==> src/cdab_pkg.sv <==
// shared constants and types for the charger detect alert bank
package cdab_pkg;

   // ==========================================
   // register offsets
   localparam logic [7:0] ADDR_EVENT_FLAGS = 8'h30;
   localparam logic [7:0] ADDR_EVENT_MASKS = 8'h31;
   localparam logic [7:0] ADDR_RESULT_STATUS = 8'h32;
   localparam logic [7:0] ADDR_COMPARATOR_STATUS = 8'h33;
   localparam logic [7:0] ADDR_OVERVOLTAGE_STATUS = 8'h34;
   localparam logic [7:0] ADDR_CONTROL_PRIMARY = 8'h35;
   localparam logic [7:0] ADDR_CONTROL_LINE_DRIVE = 8'h36;
   localparam logic [7:0] ADDR_PORT_SWITCH = 8'h37;

   // ==========================================
   // alert bit positions
   localparam int BIT_LINE_OVERVOLTAGE = 6;
   localparam int BIT_MINUS_LINE_REF = 5;
   localparam int BIT_DETECT_ACTIVE_FALL = 4;
   localparam int BIT_DETECT_ACTIVE_RISE = 3;
   localparam int BIT_VENDOR_ADAPTER = 2;
   localparam int BIT_CONTACT_DETECT = 1;
   localparam int BIT_ADAPTER_CLASS = 0;
   localparam int ALERT_WIDTH = 7;

   // control and status field positions
   localparam int BIT_MANUAL_DETECT_REQUEST = 1;
   localparam int BIT_DETECT_ENABLE = 0;
   localparam int BIT_DETECT_ACTIVE = 6;

   // ==========================================
   // reset values
   localparam logic [6:0] RESET_FLAGS = 7'h00;
   localparam logic [6:0] RESET_MASKS = 7'h7F;
   localparam logic [7:0] RESET_CONTROL_PRIMARY = 8'h81;
   localparam logic [7:0] RESET_CONTROL_LINE_DRIVE = 8'h00;
   localparam logic [1:0] RESET_PORT_SWITCH = 2'h0;
   localparam logic [7:0] RW_MASK_PRIMARY = 8'hB3;
   localparam logic [7:0] RW_MASK_LINE_DRIVE = 8'hBF;

   // ==========================================
   // charger type encodings
   typedef enum logic [1:0] {
      CDAB_CLASS_NONE = 2'h0,
      CDAB_CLASS_SDP = 2'h1,
      CDAB_CLASS_CDP = 2'h2,
      CDAB_CLASS_DCP = 2'h3
   } cdab_class_e;

   // raw detection results from the analogue and sequencer side
   typedef struct packed {
      logic detect_active;
      logic [2:0] vendor_class;
      logic contact_timeout;
      cdab_class_e adapter_class;
      logic [7:0] comparator_bits;
      logic [1:0] overvoltage_bits;
   } cdab_status_s;

   // one-cycle event strobes from the detection logic
   typedef struct packed {
      logic minus_line_ref;
      logic vendor_adapter;
      logic contact_detect;
      logic adapter_class;
   } cdab_events_s;

   // register access request
   typedef struct packed {
      logic rd;
      logic wr;
      logic [7:0] addr;
      logic [7:0] wdata;
   } cdab_req_s;

endpackage

==> src/cdab_edge.sv <==
// synchroniser with rise and fall detection for one level
`timescale 1ns/1ns
module cdab_edge (
   // clock and reset
   input wire logic clk_in,
   input wire logic reset_in,
   // level in
   input wire logic level_in,
   // synchronised level and edges
   output logic level_out,
   output logic rise_out,
   output logic fall_out
);
   typedef struct packed {
      logic meta;
      logic sync;
      logic last;
   } cdab_edge_s;

   cdab_edge_s st_q;
   cdab_edge_s st_d;

   always_comb begin
      st_d = st_q;
      st_d.meta = level_in;
      st_d.sync = st_q.meta;
      st_d.last = st_q.sync;
   end

   always_ff @(posedge clk_in) begin
      if (reset_in) begin
         st_q <= '0;
      end else begin
         st_q <= st_d;
      end
   end

   // edges look only at the second and third stages
   assign level_out = st_q.sync;
   assign rise_out = st_q.sync & ~st_q.last;
   assign fall_out = ~st_q.sync & st_q.last;
endmodule

==> src/cdab_flag.sv <==
// one sticky alert flag with clear-on-read
`timescale 1ns/1ns
module cdab_flag (
   // clock and reset
   input wire logic clk_in,
   input wire logic reset_in,
   // event and clear
   input wire logic set_in,
   input wire logic clear_in,
   // flag
   output logic flag_out
);
   logic flag_q;
   logic flag_d;

   // set wins over a clear in the same cycle
   always_comb begin
      flag_d = flag_q;
      if (clear_in) begin
         flag_d = 1'b0;
      end
      if (set_in) begin
         flag_d = 1'b1;
      end
   end

   always_ff @(posedge clk_in) begin
      if (reset_in) begin
         flag_q <= 1'b0;
      end else begin
         flag_q <= flag_d;
      end
   end

   assign flag_out = flag_q;
endmodule

==> src/cdab_alert_bank.sv <==
// register bank and alert logic for charger port detection
`timescale 1ns/1ns

// How it works
// - alert bit 6 latches each new overvoltage event on either data line until the flags are read.
// - alert bit 5 latches each new minus-line reference comparator event until read.
// - alert bit 4 latches a falling edge of the detection-active status.
// - alert bit 3 latches a rising edge of the detection-active status.
// - alert bit 2 latches each new vendor adapter classification result.
// - alert bit 1 latches each new data-contact-detect event.
// - alert bit 0 latches each new charger-type result; all flags reset to 0 and any flag read clears all.
// - each mask bit 6..0 gates the flag at its position, 1 masking and 0 passing it.
// - all seven mask bits reset to 1.
// - flags sit at 0x30, masks 0x31, status at 0x32 and 0x33, overvoltage status at 0x34.
// - detection control at 0x35 and 0x36, port switch control at 0x37 with its field in bits 1..0.
// - the detection-active status bit reads 1 while detection runs, and its edges drive the alerts.
// - the charger type reads 0 none, 1 standard, 2 charging downstream, 3 dedicated charging.
// - writing 1 to the manual detection request starts one run once power is valid and self-clears.
module cdab_alert_bank (
   // clock and reset
   input wire logic clk_in,
   input wire logic reset_in,
   // register access, same clock domain
   input wire cdab_pkg::cdab_req_s req_in,
   output logic [7:0] rdata_out,
   output logic rvalid_out,
   // detection side inputs
   input wire cdab_pkg::cdab_status_s status_in,
   input wire cdab_pkg::cdab_events_s events_in,
   input wire logic power_valid_in,
   // controls to the detection sequencer and switch
   output logic detect_enable_out,
   output logic manual_start_out,
   output logic [7:0] control_primary_out,
   output logic [7:0] control_line_drive_out,
   output logic [1:0] port_switch_select_out,
   // interrupt
   output logic irq_out
);
   // ==========================================
   // state
   typedef struct packed {
      logic [6:0] masks;
      logic [7:0] control_primary;
      logic [7:0] control_line_drive;
      logic [1:0] port_switch_select;
      logic manual_pending;
      logic manual_start;
      logic [7:0] rdata;
      logic rvalid;
      logic irq;
   } cdab_state_s;

   cdab_state_s st_q;
   cdab_state_s st_d;

   // ==========================================
   // overvoltage, detection-active and power-valid levels synchronised; event strobes used unsynchronised
   logic [1:0] ovp_sync;
   logic [1:0] ovp_rise;
   logic detect_active;
   logic active_rise;
   logic active_fall;
   logic power_valid;
   logic [6:0] flags;
   logic [6:0] set_vec;
   logic clear_all;
   logic flag_read;
   logic [7:0] result_status;

   genvar gi;
   generate
      for (gi = 0; gi < 2; gi++) begin : g_ovp
         cdab_edge u_ovp (
            .clk_in(clk_in),
            .reset_in(reset_in),
            .level_in(status_in.overvoltage_bits[gi]),
            .level_out(ovp_sync[gi]),
            .rise_out(ovp_rise[gi]),
            .fall_out()
         );
      end
   endgenerate

   cdab_edge u_active (
      .clk_in(clk_in),
      .reset_in(reset_in),
      .level_in(status_in.detect_active),
      .level_out(detect_active),
      .rise_out(active_rise),
      .fall_out(active_fall)
   );

   cdab_edge u_power (
      .clk_in(clk_in),
      .reset_in(reset_in),
      .level_in(power_valid_in),
      .level_out(power_valid),
      .rise_out(),
      .fall_out()
   );

   // ==========================================
   // flag set sources
   always_comb begin
      set_vec = '0;
      set_vec[cdab_pkg::BIT_LINE_OVERVOLTAGE] = |ovp_rise;
      set_vec[cdab_pkg::BIT_MINUS_LINE_REF] = events_in.minus_line_ref;
      set_vec[cdab_pkg::BIT_DETECT_ACTIVE_FALL] = active_fall;
      set_vec[cdab_pkg::BIT_DETECT_ACTIVE_RISE] = active_rise;
      set_vec[cdab_pkg::BIT_VENDOR_ADAPTER] = events_in.vendor_adapter;
      set_vec[cdab_pkg::BIT_CONTACT_DETECT] = events_in.contact_detect;
      set_vec[cdab_pkg::BIT_ADAPTER_CLASS] = events_in.adapter_class;
   end

   // any read of the flag register clears all seven
   assign flag_read = req_in.rd && (req_in.addr == cdab_pkg::ADDR_EVENT_FLAGS);
   assign clear_all = flag_read;

   generate
      for (gi = 0; gi < cdab_pkg::ALERT_WIDTH; gi++) begin : g_flag
         cdab_flag u_flag (
            .clk_in(clk_in),
            .reset_in(reset_in),
            .set_in(set_vec[gi]),
            .clear_in(clear_all),
            .flag_out(flags[gi])
         );
      end
   endgenerate

   // ==========================================
   // result status assembly, live values
   always_comb begin
      result_status = '0;
      result_status[cdab_pkg::BIT_DETECT_ACTIVE] = detect_active;
      result_status[5:3] = status_in.vendor_class;
      result_status[2] = status_in.contact_timeout;
      result_status[1:0] = status_in.adapter_class;
   end

   // ==========================================
   // next state
   always_comb begin
      st_d = st_q;
      st_d.rvalid = 1'b0;
      st_d.manual_start = 1'b0;
      if (req_in.wr) begin
         unique case (req_in.addr)
            cdab_pkg::ADDR_EVENT_MASKS: begin
               st_d.masks = req_in.wdata[6:0];
            end
            cdab_pkg::ADDR_CONTROL_PRIMARY: begin
               st_d.control_primary = req_in.wdata & cdab_pkg::RW_MASK_PRIMARY;
               if (req_in.wdata[cdab_pkg::BIT_MANUAL_DETECT_REQUEST]) begin
                  st_d.manual_pending = 1'b1;
               end
            end
            cdab_pkg::ADDR_CONTROL_LINE_DRIVE: begin
               st_d.control_line_drive = req_in.wdata & cdab_pkg::RW_MASK_LINE_DRIVE;
            end
            cdab_pkg::ADDR_PORT_SWITCH: begin
               st_d.port_switch_select = req_in.wdata[1:0];
            end
            default: begin
            end
         endcase
      end
      // request fires one run once power is valid, then returns to 0
      if (st_q.manual_pending && power_valid) begin
         st_d.manual_pending = 1'b0;
         st_d.manual_start = 1'b1;
      end
      st_d.control_primary[cdab_pkg::BIT_MANUAL_DETECT_REQUEST] = st_d.manual_pending;
      if (req_in.rd) begin
         st_d.rvalid = 1'b1;
         unique case (req_in.addr)
            cdab_pkg::ADDR_EVENT_FLAGS: st_d.rdata = {1'b0, flags};
            cdab_pkg::ADDR_EVENT_MASKS: st_d.rdata = {1'b0, st_q.masks};
            cdab_pkg::ADDR_RESULT_STATUS: st_d.rdata = result_status;
            cdab_pkg::ADDR_COMPARATOR_STATUS: begin
               st_d.rdata = status_in.comparator_bits & 8'hBB;
            end
            cdab_pkg::ADDR_OVERVOLTAGE_STATUS: st_d.rdata = {6'h00, ovp_sync};
            cdab_pkg::ADDR_CONTROL_PRIMARY: st_d.rdata = st_q.control_primary;
            cdab_pkg::ADDR_CONTROL_LINE_DRIVE: st_d.rdata = st_q.control_line_drive;
            cdab_pkg::ADDR_PORT_SWITCH: st_d.rdata = {6'h00, st_q.port_switch_select};
            default: st_d.rdata = 8'h00;
         endcase
      end
      // a read clears flags next edge, so drop the line with them unless a new event lands
      st_d.irq = |((clear_all ? 7'h00 : flags) & ~st_d.masks | set_vec & ~st_d.masks);
   end

   // ==========================================
   // registers
   always_ff @(posedge clk_in) begin
      if (reset_in) begin
         st_q <= '0;
         st_q.masks <= cdab_pkg::RESET_MASKS;
         st_q.control_primary <= cdab_pkg::RESET_CONTROL_PRIMARY;
         st_q.control_line_drive <= cdab_pkg::RESET_CONTROL_LINE_DRIVE;
         st_q.port_switch_select <= cdab_pkg::RESET_PORT_SWITCH;
      end else begin
         st_q <= st_d;
      end
   end

   // ==========================================
   // outputs
   assign rdata_out = st_q.rdata;
   assign rvalid_out = st_q.rvalid;
   assign detect_enable_out = st_q.control_primary[cdab_pkg::BIT_DETECT_ENABLE];
   assign manual_start_out = st_q.manual_start;
   assign control_primary_out = st_q.control_primary;
   assign control_line_drive_out = st_q.control_line_drive;
   assign port_switch_select_out = st_q.port_switch_select;
   assign irq_out = st_q.irq;
endmodule

==> config.mk <==
export PLATFORM = sky130hd
export DESIGN_NAME = cdab_alert_bank
export DESIGN_NICKNAME = d
export VERILOG_FILES = /design/src/cdab_pkg.sv /design/src/cdab_edge.sv /design/src/cdab_flag.sv /design/src/cdab_alert_bank.sv
export SDC_FILE = /design/constraint.sdc
export NUM_CORES = 1
export LEC_CHECK = 0
export BUFFER_PORTS_ARGS = -buffer_cell sky130_fd_sc_hd__buf_4
export CORE_AREA = 2 2 81 83
export DETAILED_ROUTE_END_ITERATION = 10
export DIE_AREA = 0 0 83 85
export PLACE_DENSITY_LB_ADDON = 0.2
export SYNTH_ARGS = -nofsm -noshare
export SYNTH_HDL_FRONTEND = slang
export SYNTH_SLANG_ARGS = --single-unit
==> constraint.sdc <==
create_clock -name clk_in -period 4.35 [get_ports clk_in]
set_input_delay 0.6525 -clock clk_in [delete_from_list [all_inputs] [get_ports clk_in]]
set_output_delay 0.6525 -clock clk_in [all_outputs]
set_load 0.01 [all_outputs]
==> impl_metrics.csv, run 1 <==
group,metric,value,unit
floorplanning,dieArea,7060,um^2
placement,place_ws,2.01,ns
synthesis,ys.flop_type,"dfxtp_1",
routing,viasPerCell,4.98,
synthesis,synth_cell_type_count,43,
floorplanning,core,6200,um^2
global_routing,grt.busiest_layer,"met2",
cts,clk_latency,0.31,ns
global_routing,grt_pass1_vias,1778,
sta,min_period_over_period,46.6,%
synthesis,syn_avg_cell_area,9.26,um^2
sta,whs,0.441,ns
synthesis,ys_ff_latch,50,
worst_hold_path,hold_path_class,"reg -> reg",
cts,htree_levels,2,
floorplanning,dieHeight,85,um
sta,min_period,2.03,ns
synthesis,synth_edf_count,0,
finish,multiInputGateArea,1100,um^2
floorplanning,initial_utilization,38.4,%
finish,design_area,2820,um^2
placement,place_inst,362,
setup_path,path_cells,"buf_4 > nor3b_1 > nand3_1 > a22o_1 > a221oi_2 > a41oi_2",
power,leakage,1.16,nW
synthesis,seq_area_frac_synth,42.0,%
finish,antennaDiodeCount,0,
global_routing,met1_usage,22.2,%
synthesis,ys_warn_count,0,
sta,final_hold_viol_count,0,
finish,num-fill-cells,610,
cts,cts_made_buffers,5,
cts,cts_max_path_buffers,2,
sta,setup_violations,0,
sta,worst_pin_slew,0.604,ns
global_routing,antenna_found_initial,0,
routing,wl_per_cell,15.6,um
flow_run,maxCapViolCount,0,
power,p_seq_share,52.7,%
status,status,"finished, final reports clean",
setup_path,critical_path_class,"in -> reg",
global_routing,overflow,0,
synthesis,netlist_instances,257,
setup_path,worstPathMaxFanout,19,
power,sw_frac_of_total,23.4,%
setup_path,critPathTopFamily,"compound AO/OA/AOI/OAI gates",
global_routing,grt_pass1_wl,9100,um
power,peakVddDrop,0.159,mV
sta,slew-limit-headroom,59.4,%
placement,place_area,2710,um^2
finish,final-seq-area,1000,um^2
power,p_clk_share,36.4,%
setup_path,slowest_stage,"a221oi_2",
floorplanning,num_io_pins,72,
setup_path,path_buf_inv,1,
cts,clk_pin_slew,0.09,ns
placement,port_buffers,65,
cts,cts_hold_buf,0,
sta,rsz0062_at_grt,"no",
finish,final_cells,370,
sta,setup_ws,2.32,ns
global_routing,track_usage,16.4,%
routing,drc,0,
routing,num_vias,1842,
global_routing,use_met2,26.4,%
cts,numClockSinks,50,
power,p_comb_share,10.9,%
floorplanning,std_cell_rows,29,
finish,final_nets,334,
power,p_int,0.689,mW
routing,antenna_left,0,
power,pwr_density_cell,319,nW/um^2
setup_path,crit_path_end_kind,"register",
routing,first_pass_iters,4,
setup_path,slowest_delay,0.32,ns
setup_path,worst_setup_path_start_kind,"input pin",
sta,max_freq,493,MHz
routing,routed_wl,5770,um
sta,fin_skew,0.00787,ns
setup_path,cp.required,4.53,ns
floorplanning,die_x,83,um
sta,drv_slew,0,
placement,routabilityCongestion,0.846,
global_routing,grt_max_degree,40,
power,p_total,0.900,mW
finish,drive_gt1_share,30.0,%
cts,cts_root_buf,"clkbuf_8",
synthesis,netlist_area,2380,um^2
setup_path,worst-endpoint-arrival,2.21,ns
finish,utilization,45.5,%
global_routing,met3_usage,3.79,%
synthesis,async_reset_ff_share,0,%
sta,tns,0,ns
finish,area_delta_synth_final,18.6,%
placement,hpwl,4190,um
routing,first_iter_violations,156,
power,switchingPower,0.211,mW
cts,cts-resized-gates,0,
cts,post_cts_buffers,0,
cts,cts_tree,"yes",
-- routing by layer --
layer | routed length, um | share of wire (%)
met2 | 2710 | 47
met4 | 73 | 1.3
met3 | 363 | 6.3
met1 | 2620 | 45
met5 | 0 | 0
-- area by class of cell --
| class | count | area share, % |
|---|---|---|
| Multi-Input combinational cell | 162 | 38.9 |
| Sequential cell | 50 | 35.4 |
| Inverter | 8 | 1.06 |
| Timing Repair Buffer | 65 | 17.3 |
| Clock buffer | 6 | 2.57 |
| Clock inverter | 2 | 1.33 |
| Tap cell | 77 | 3.41 |
-- logic make-up after synthesis --
logic type             after synthesis  synth area share [%]
DFF                                 50                  42.0
and+or+nand+nor                     90                  20.4
muxes                               21                  11.1
AOI/OAI and AO/OA                   47                  14.0
buffers and inverters               48                  12.3
other                                1                 0.157
-- worst register-to-register path: stages, from the launching register on --
cell and delay [ns]:
dfxtp_1 0.32, mux4_2 0.49, a21oi_1 0.24, a211oi_1 0.10
-- power groups by stage --
stage	sequential (mW)	clock, mW	combinational [mW]
final	0.474	0.328	0.0984
after global routing	0.476	0.356	0.108
after CTS	0.474	0.337	0.0990
after detailed placement	0.485	0	0.0985
after global placement	0.485	0	0.0979
after floorplan	0.484	0	0.0589
-- cells in the mapped netlist (2+ instances only) --
cell,number,area share [%]
a32oi_1,2,0.74
mux4_2,4,3.8
nand2b_1,9,2.4
mux2_2,3,1.4
clkbuf_1,8,1.3
inv_1,8,1.3
nand3_1,12,2.5
nand2_1,20,3.2
buf_2,3,0.63
dfxtp_1,50,42
nor2b_1,13,3.4
mux2i_1,14,5.9
nor2_1,20,3.2
a22oi_1,4,1.3
nand3b_1,2,0.63
a21oi_1,15,3.2
and2_1,2,0.53
nor3_1,2,0.42
nor3b_1,2,0.63
a21o_1,2,0.63
buf_4,29,9.1
a22o_1,2,0.74
a31o_2,2,0.74
o21ai_0,6,1.3
a211oi_1,5,1.6
-- registers in the layout, summed over array words and instances, names as in the netlist --
name	cells
control_line_drive_out	7
control_primary_out	5
g_flag.u_flag.flag_out	7
g_ovp.u_ovp.level_out	2
g_ovp.u_ovp.st_d	2
g_ovp.u_ovp.st_q	2
irq_out	1
manual_start_out	1
port_switch_select_out	2
rdata_out	8
rvalid_out	1
st_q	7
u_active.level_out	1
u_active.st_d	1
u_active.st_q	1
u_power.level_out	1
u_power.st_d	1
-- final timing paths --
check | startpoint | endpoint | depth (start not counted) | slack (ns)
worst max-delay path | req_in[9] | irq_out | 6 | 2.32
worst min-delay path | u_active.st_d[1] | u_active.level_out | 1 | 0.44
worst max register to register | st_q[35] | rdata_out[5] | 3 | 3.08
worst min register to register | u_active.st_d[1] | u_active.level_out | 1 | 0.44
-- cell usage in the layout, fill, tap and decap left out, types with 3 or more instances in the layout --
master,n
nor2_1,20
o21ai_0,6
a21oi_1,15
a211oi_1,5
dfxtp_1,50
nand2_1,20
inv_1,8
nand3_1,12
nor2b_1,13
buf_4,65
a22oi_1,4
mux2_2,3
nand2b_1,9
mux2i_1,14
conb_1,4
mux4_2,4
clkbuf_8,5
(Power assumes the default switching activity.)
==> run 2: changes to the inputs <==
clock period = 1.7 ns   (was 4.35 ns; I/O delays follow)
==> run 2 against run 1 <==
Net effect: setup slack worse by 2.1 ns; final area rose by 6.1%; clock-buffer cell count fell by 1; worst hold slack got worse by 0.29 ns; non-clock buffer count grew 24; register-to-register slack got worse by 2.6 ns; sequential share of layout area is 2.0 points lower; flip-flop and latch count unchanged; die area did not move; largest cell class unchanged; highest routed layer unchanged.
==> impl_metrics.csv, run 2 (same netlist as run 1, synthesis figures left out) <==
group,metric,value,unit
status,status,"finished, final reports clean",
cts,cts_max_path_buffers,2,
placement,place_area,2910,um^2
routing,first_iter_violations,104,
power,pwr_density_cell,732,nW/um^2
routing,antenna_left,0,
setup_path,critical_path_class,"in -> reg",
setup_path,cp.required,1.88,ns
worst_hold_path,hp-start,"status_in[0]",
finish,final_cell_mix,"buf_4 (88), dfxtp_1 (50), nand2_1 (20), nor2_1 (20), a21oi_1 (15)",
finish,antennaDiodeCount,0,
worst_hold_path,min_delay_path_depth,2,
floorplanning,num_io_pins,72,
placement,routabilityCongestion,0.889,
worst_hold_path,hold_end,"g_ovp[0].u_ovp.st_d[1]",
global_routing,grt_max_degree,39,
setup_path,worstPathMaxFanout,6,
finish,largest_reg_flops,8,
placement,place_inst,386,
cts,cts_hold_buf,0,
cts,htree_levels,2,
finish,drive_gt1_share,35.6,%
floorplanning,initial_utilization,38.4,%
sta,min_period_over_period,88.0,%
setup_path,worst_setup_path_start_kind,"input pin",
floorplanning,core,6200,um^2
cts,clk_latency,0.31,ns
finish,final_cells,394,
sta,setup_violations,0,
setup_path,worst-endpoint-arrival,1.68,ns
cts,cts_made_buffers,5,
routing,num_vias,1949,
finish,area_delta_synth_final,25.9,%
floorplanning,die_x,83,um
sta,final_hold_viol_count,0,
power,leakage,1.27,nW
floorplanning,std_cell_rows,29,
floorplanning,dieArea,7060,um^2
setup_path,r2r_slack,0.45,ns
global_routing,grt_pass1_vias,1877,
cts,cts-resized-gates,0,
floorplanning,dieHeight,85,um
setup_path,reg2reg_depth,5,
cts,post_cts_buffers,0,
placement,hpwl,4560,um
global_routing,track_usage,16.5,%
routing,drc,0,
routing,routed_wl,5780,um
global_routing,antenna_found_initial,0,
worst_hold_path,hold_path_class,"in -> reg",
finish,final-seq-area,1000,um^2
cts,cts_tree,"yes",
setup_path,worstReg2RegEnd,"rdata_out[1]",
sta,rsz0062_at_grt,"no",
sta,tns,0,ns
finish,num-fill-cells,629,
setup_path,r2r-start,"control_primary_out[1]",
setup_path,crit_path_end_kind,"register",
finish,final_nets,358,
global_routing,overflow,0,
routing,viasPerCell,4.95,
placement,port_buffers,65,
global_routing,grt_pass1_wl,9120,um
sta,max_freq,669,MHz
finish,design_area,3000,um^2
cts,numClockSinks,50,
sta,drv_slew,0,
sta,min_period,1.50,ns
sta,fin_skew,0.00805,ns
routing,first_pass_iters,4,
routing,wl_per_cell,14.7,um
cts,clk_pin_slew,0.09,ns
flow_run,maxCapViolCount,0,
power,peakVddDrop,0.526,mV
finish,multiInputGateArea,1100,um^2
finish,mostFrequentLayoutCell,"buf_4",
cts,cts_root_buf,"clkbuf_8",
## run 2: changes by cell type in the layout (fill, tap and decap cells not counted)
cell	delta
buf_12	+1
buf_4	+23
bufinv_16	-1
clkbuf_1	-1
clkinv_2	+1
clkinv_4	+1
## run 2: worst max-delay path by stage
stage / from / endpoint / slack (ns) / cells past startpoint
detailed placement: req_in[14] / irq_out / -0.14 / 6
global placement: req_in[14] / irq_out / -0.1 / 6
global route: req_in[14] / irq_out / 0.11 / 6
floorplan: req_in[9] / irq_out / 0.13 / 6
finish: req_in[14] / irq_out / 0.20 / 6
CTS: req_in[14] / irq_out / 0.20 / 6
## run 2: cell type report
type / instances / area share [%]
Multi-Input combinational cell: 162 / 36.7
Sequential cell: 50 / 33.4
Timing Repair Buffer: 89 / 22.7
Tap cell: 77 / 3.22
Clock buffer: 5 / 2.30
Inverter: 8 / 1.00
Clock inverter: 3 / 0.710
## run 2: routing by layer
metal | GRT usage [%] | vias up | wire (um)
met5 | 0 | - | 0
met1 | 21.7 | 890 | 2550
li1 | - | 981 | -
met2 | 27.3 | 70 | 2720
met3 | 3.50 | 8 | 436
met4 | 5.37 | 0 | 68
## run 2: power by group
part | switching [mW] | internal (mW) | total (mW)
Clock | 0.412 | 0.290 | 0.702
Sequential | 0.0134 | 1.20 | 1.21
Combinational | 0.131 | 0.149 | 0.280
Total | 0.556 | 1.64 | 2.20
## run 2: metrics by stage
| stage | hold slack (ns) | utilization, % | power [mW] | setup slack (ns) |
|---|---|---|---|---|
| final | 0.151 | 48.3 | 2.20 | 0.204 |
| after global routing | 0.155 | 48.3 | 2.28 | 0.109 |
| after CTS | 0.145 | 48.3 | 2.21 | 0.205 |
| after detailed placement | 0.422 | 46.8 | 1.52 | -0.142 |
| after global placement | 0.419 | 46.8 | 1.52 | -0.0957 |
| after floorplan | 0.374 | - | 1.39 | 0.128 |
## run 2: critical path, stage by stage
cell and delay, ns:
buf_4 0.11, and4bb_2 0.38, nand3_1 0.24, a22o_1 0.27
a221oi_2 0.30, a41oi_2 0.13
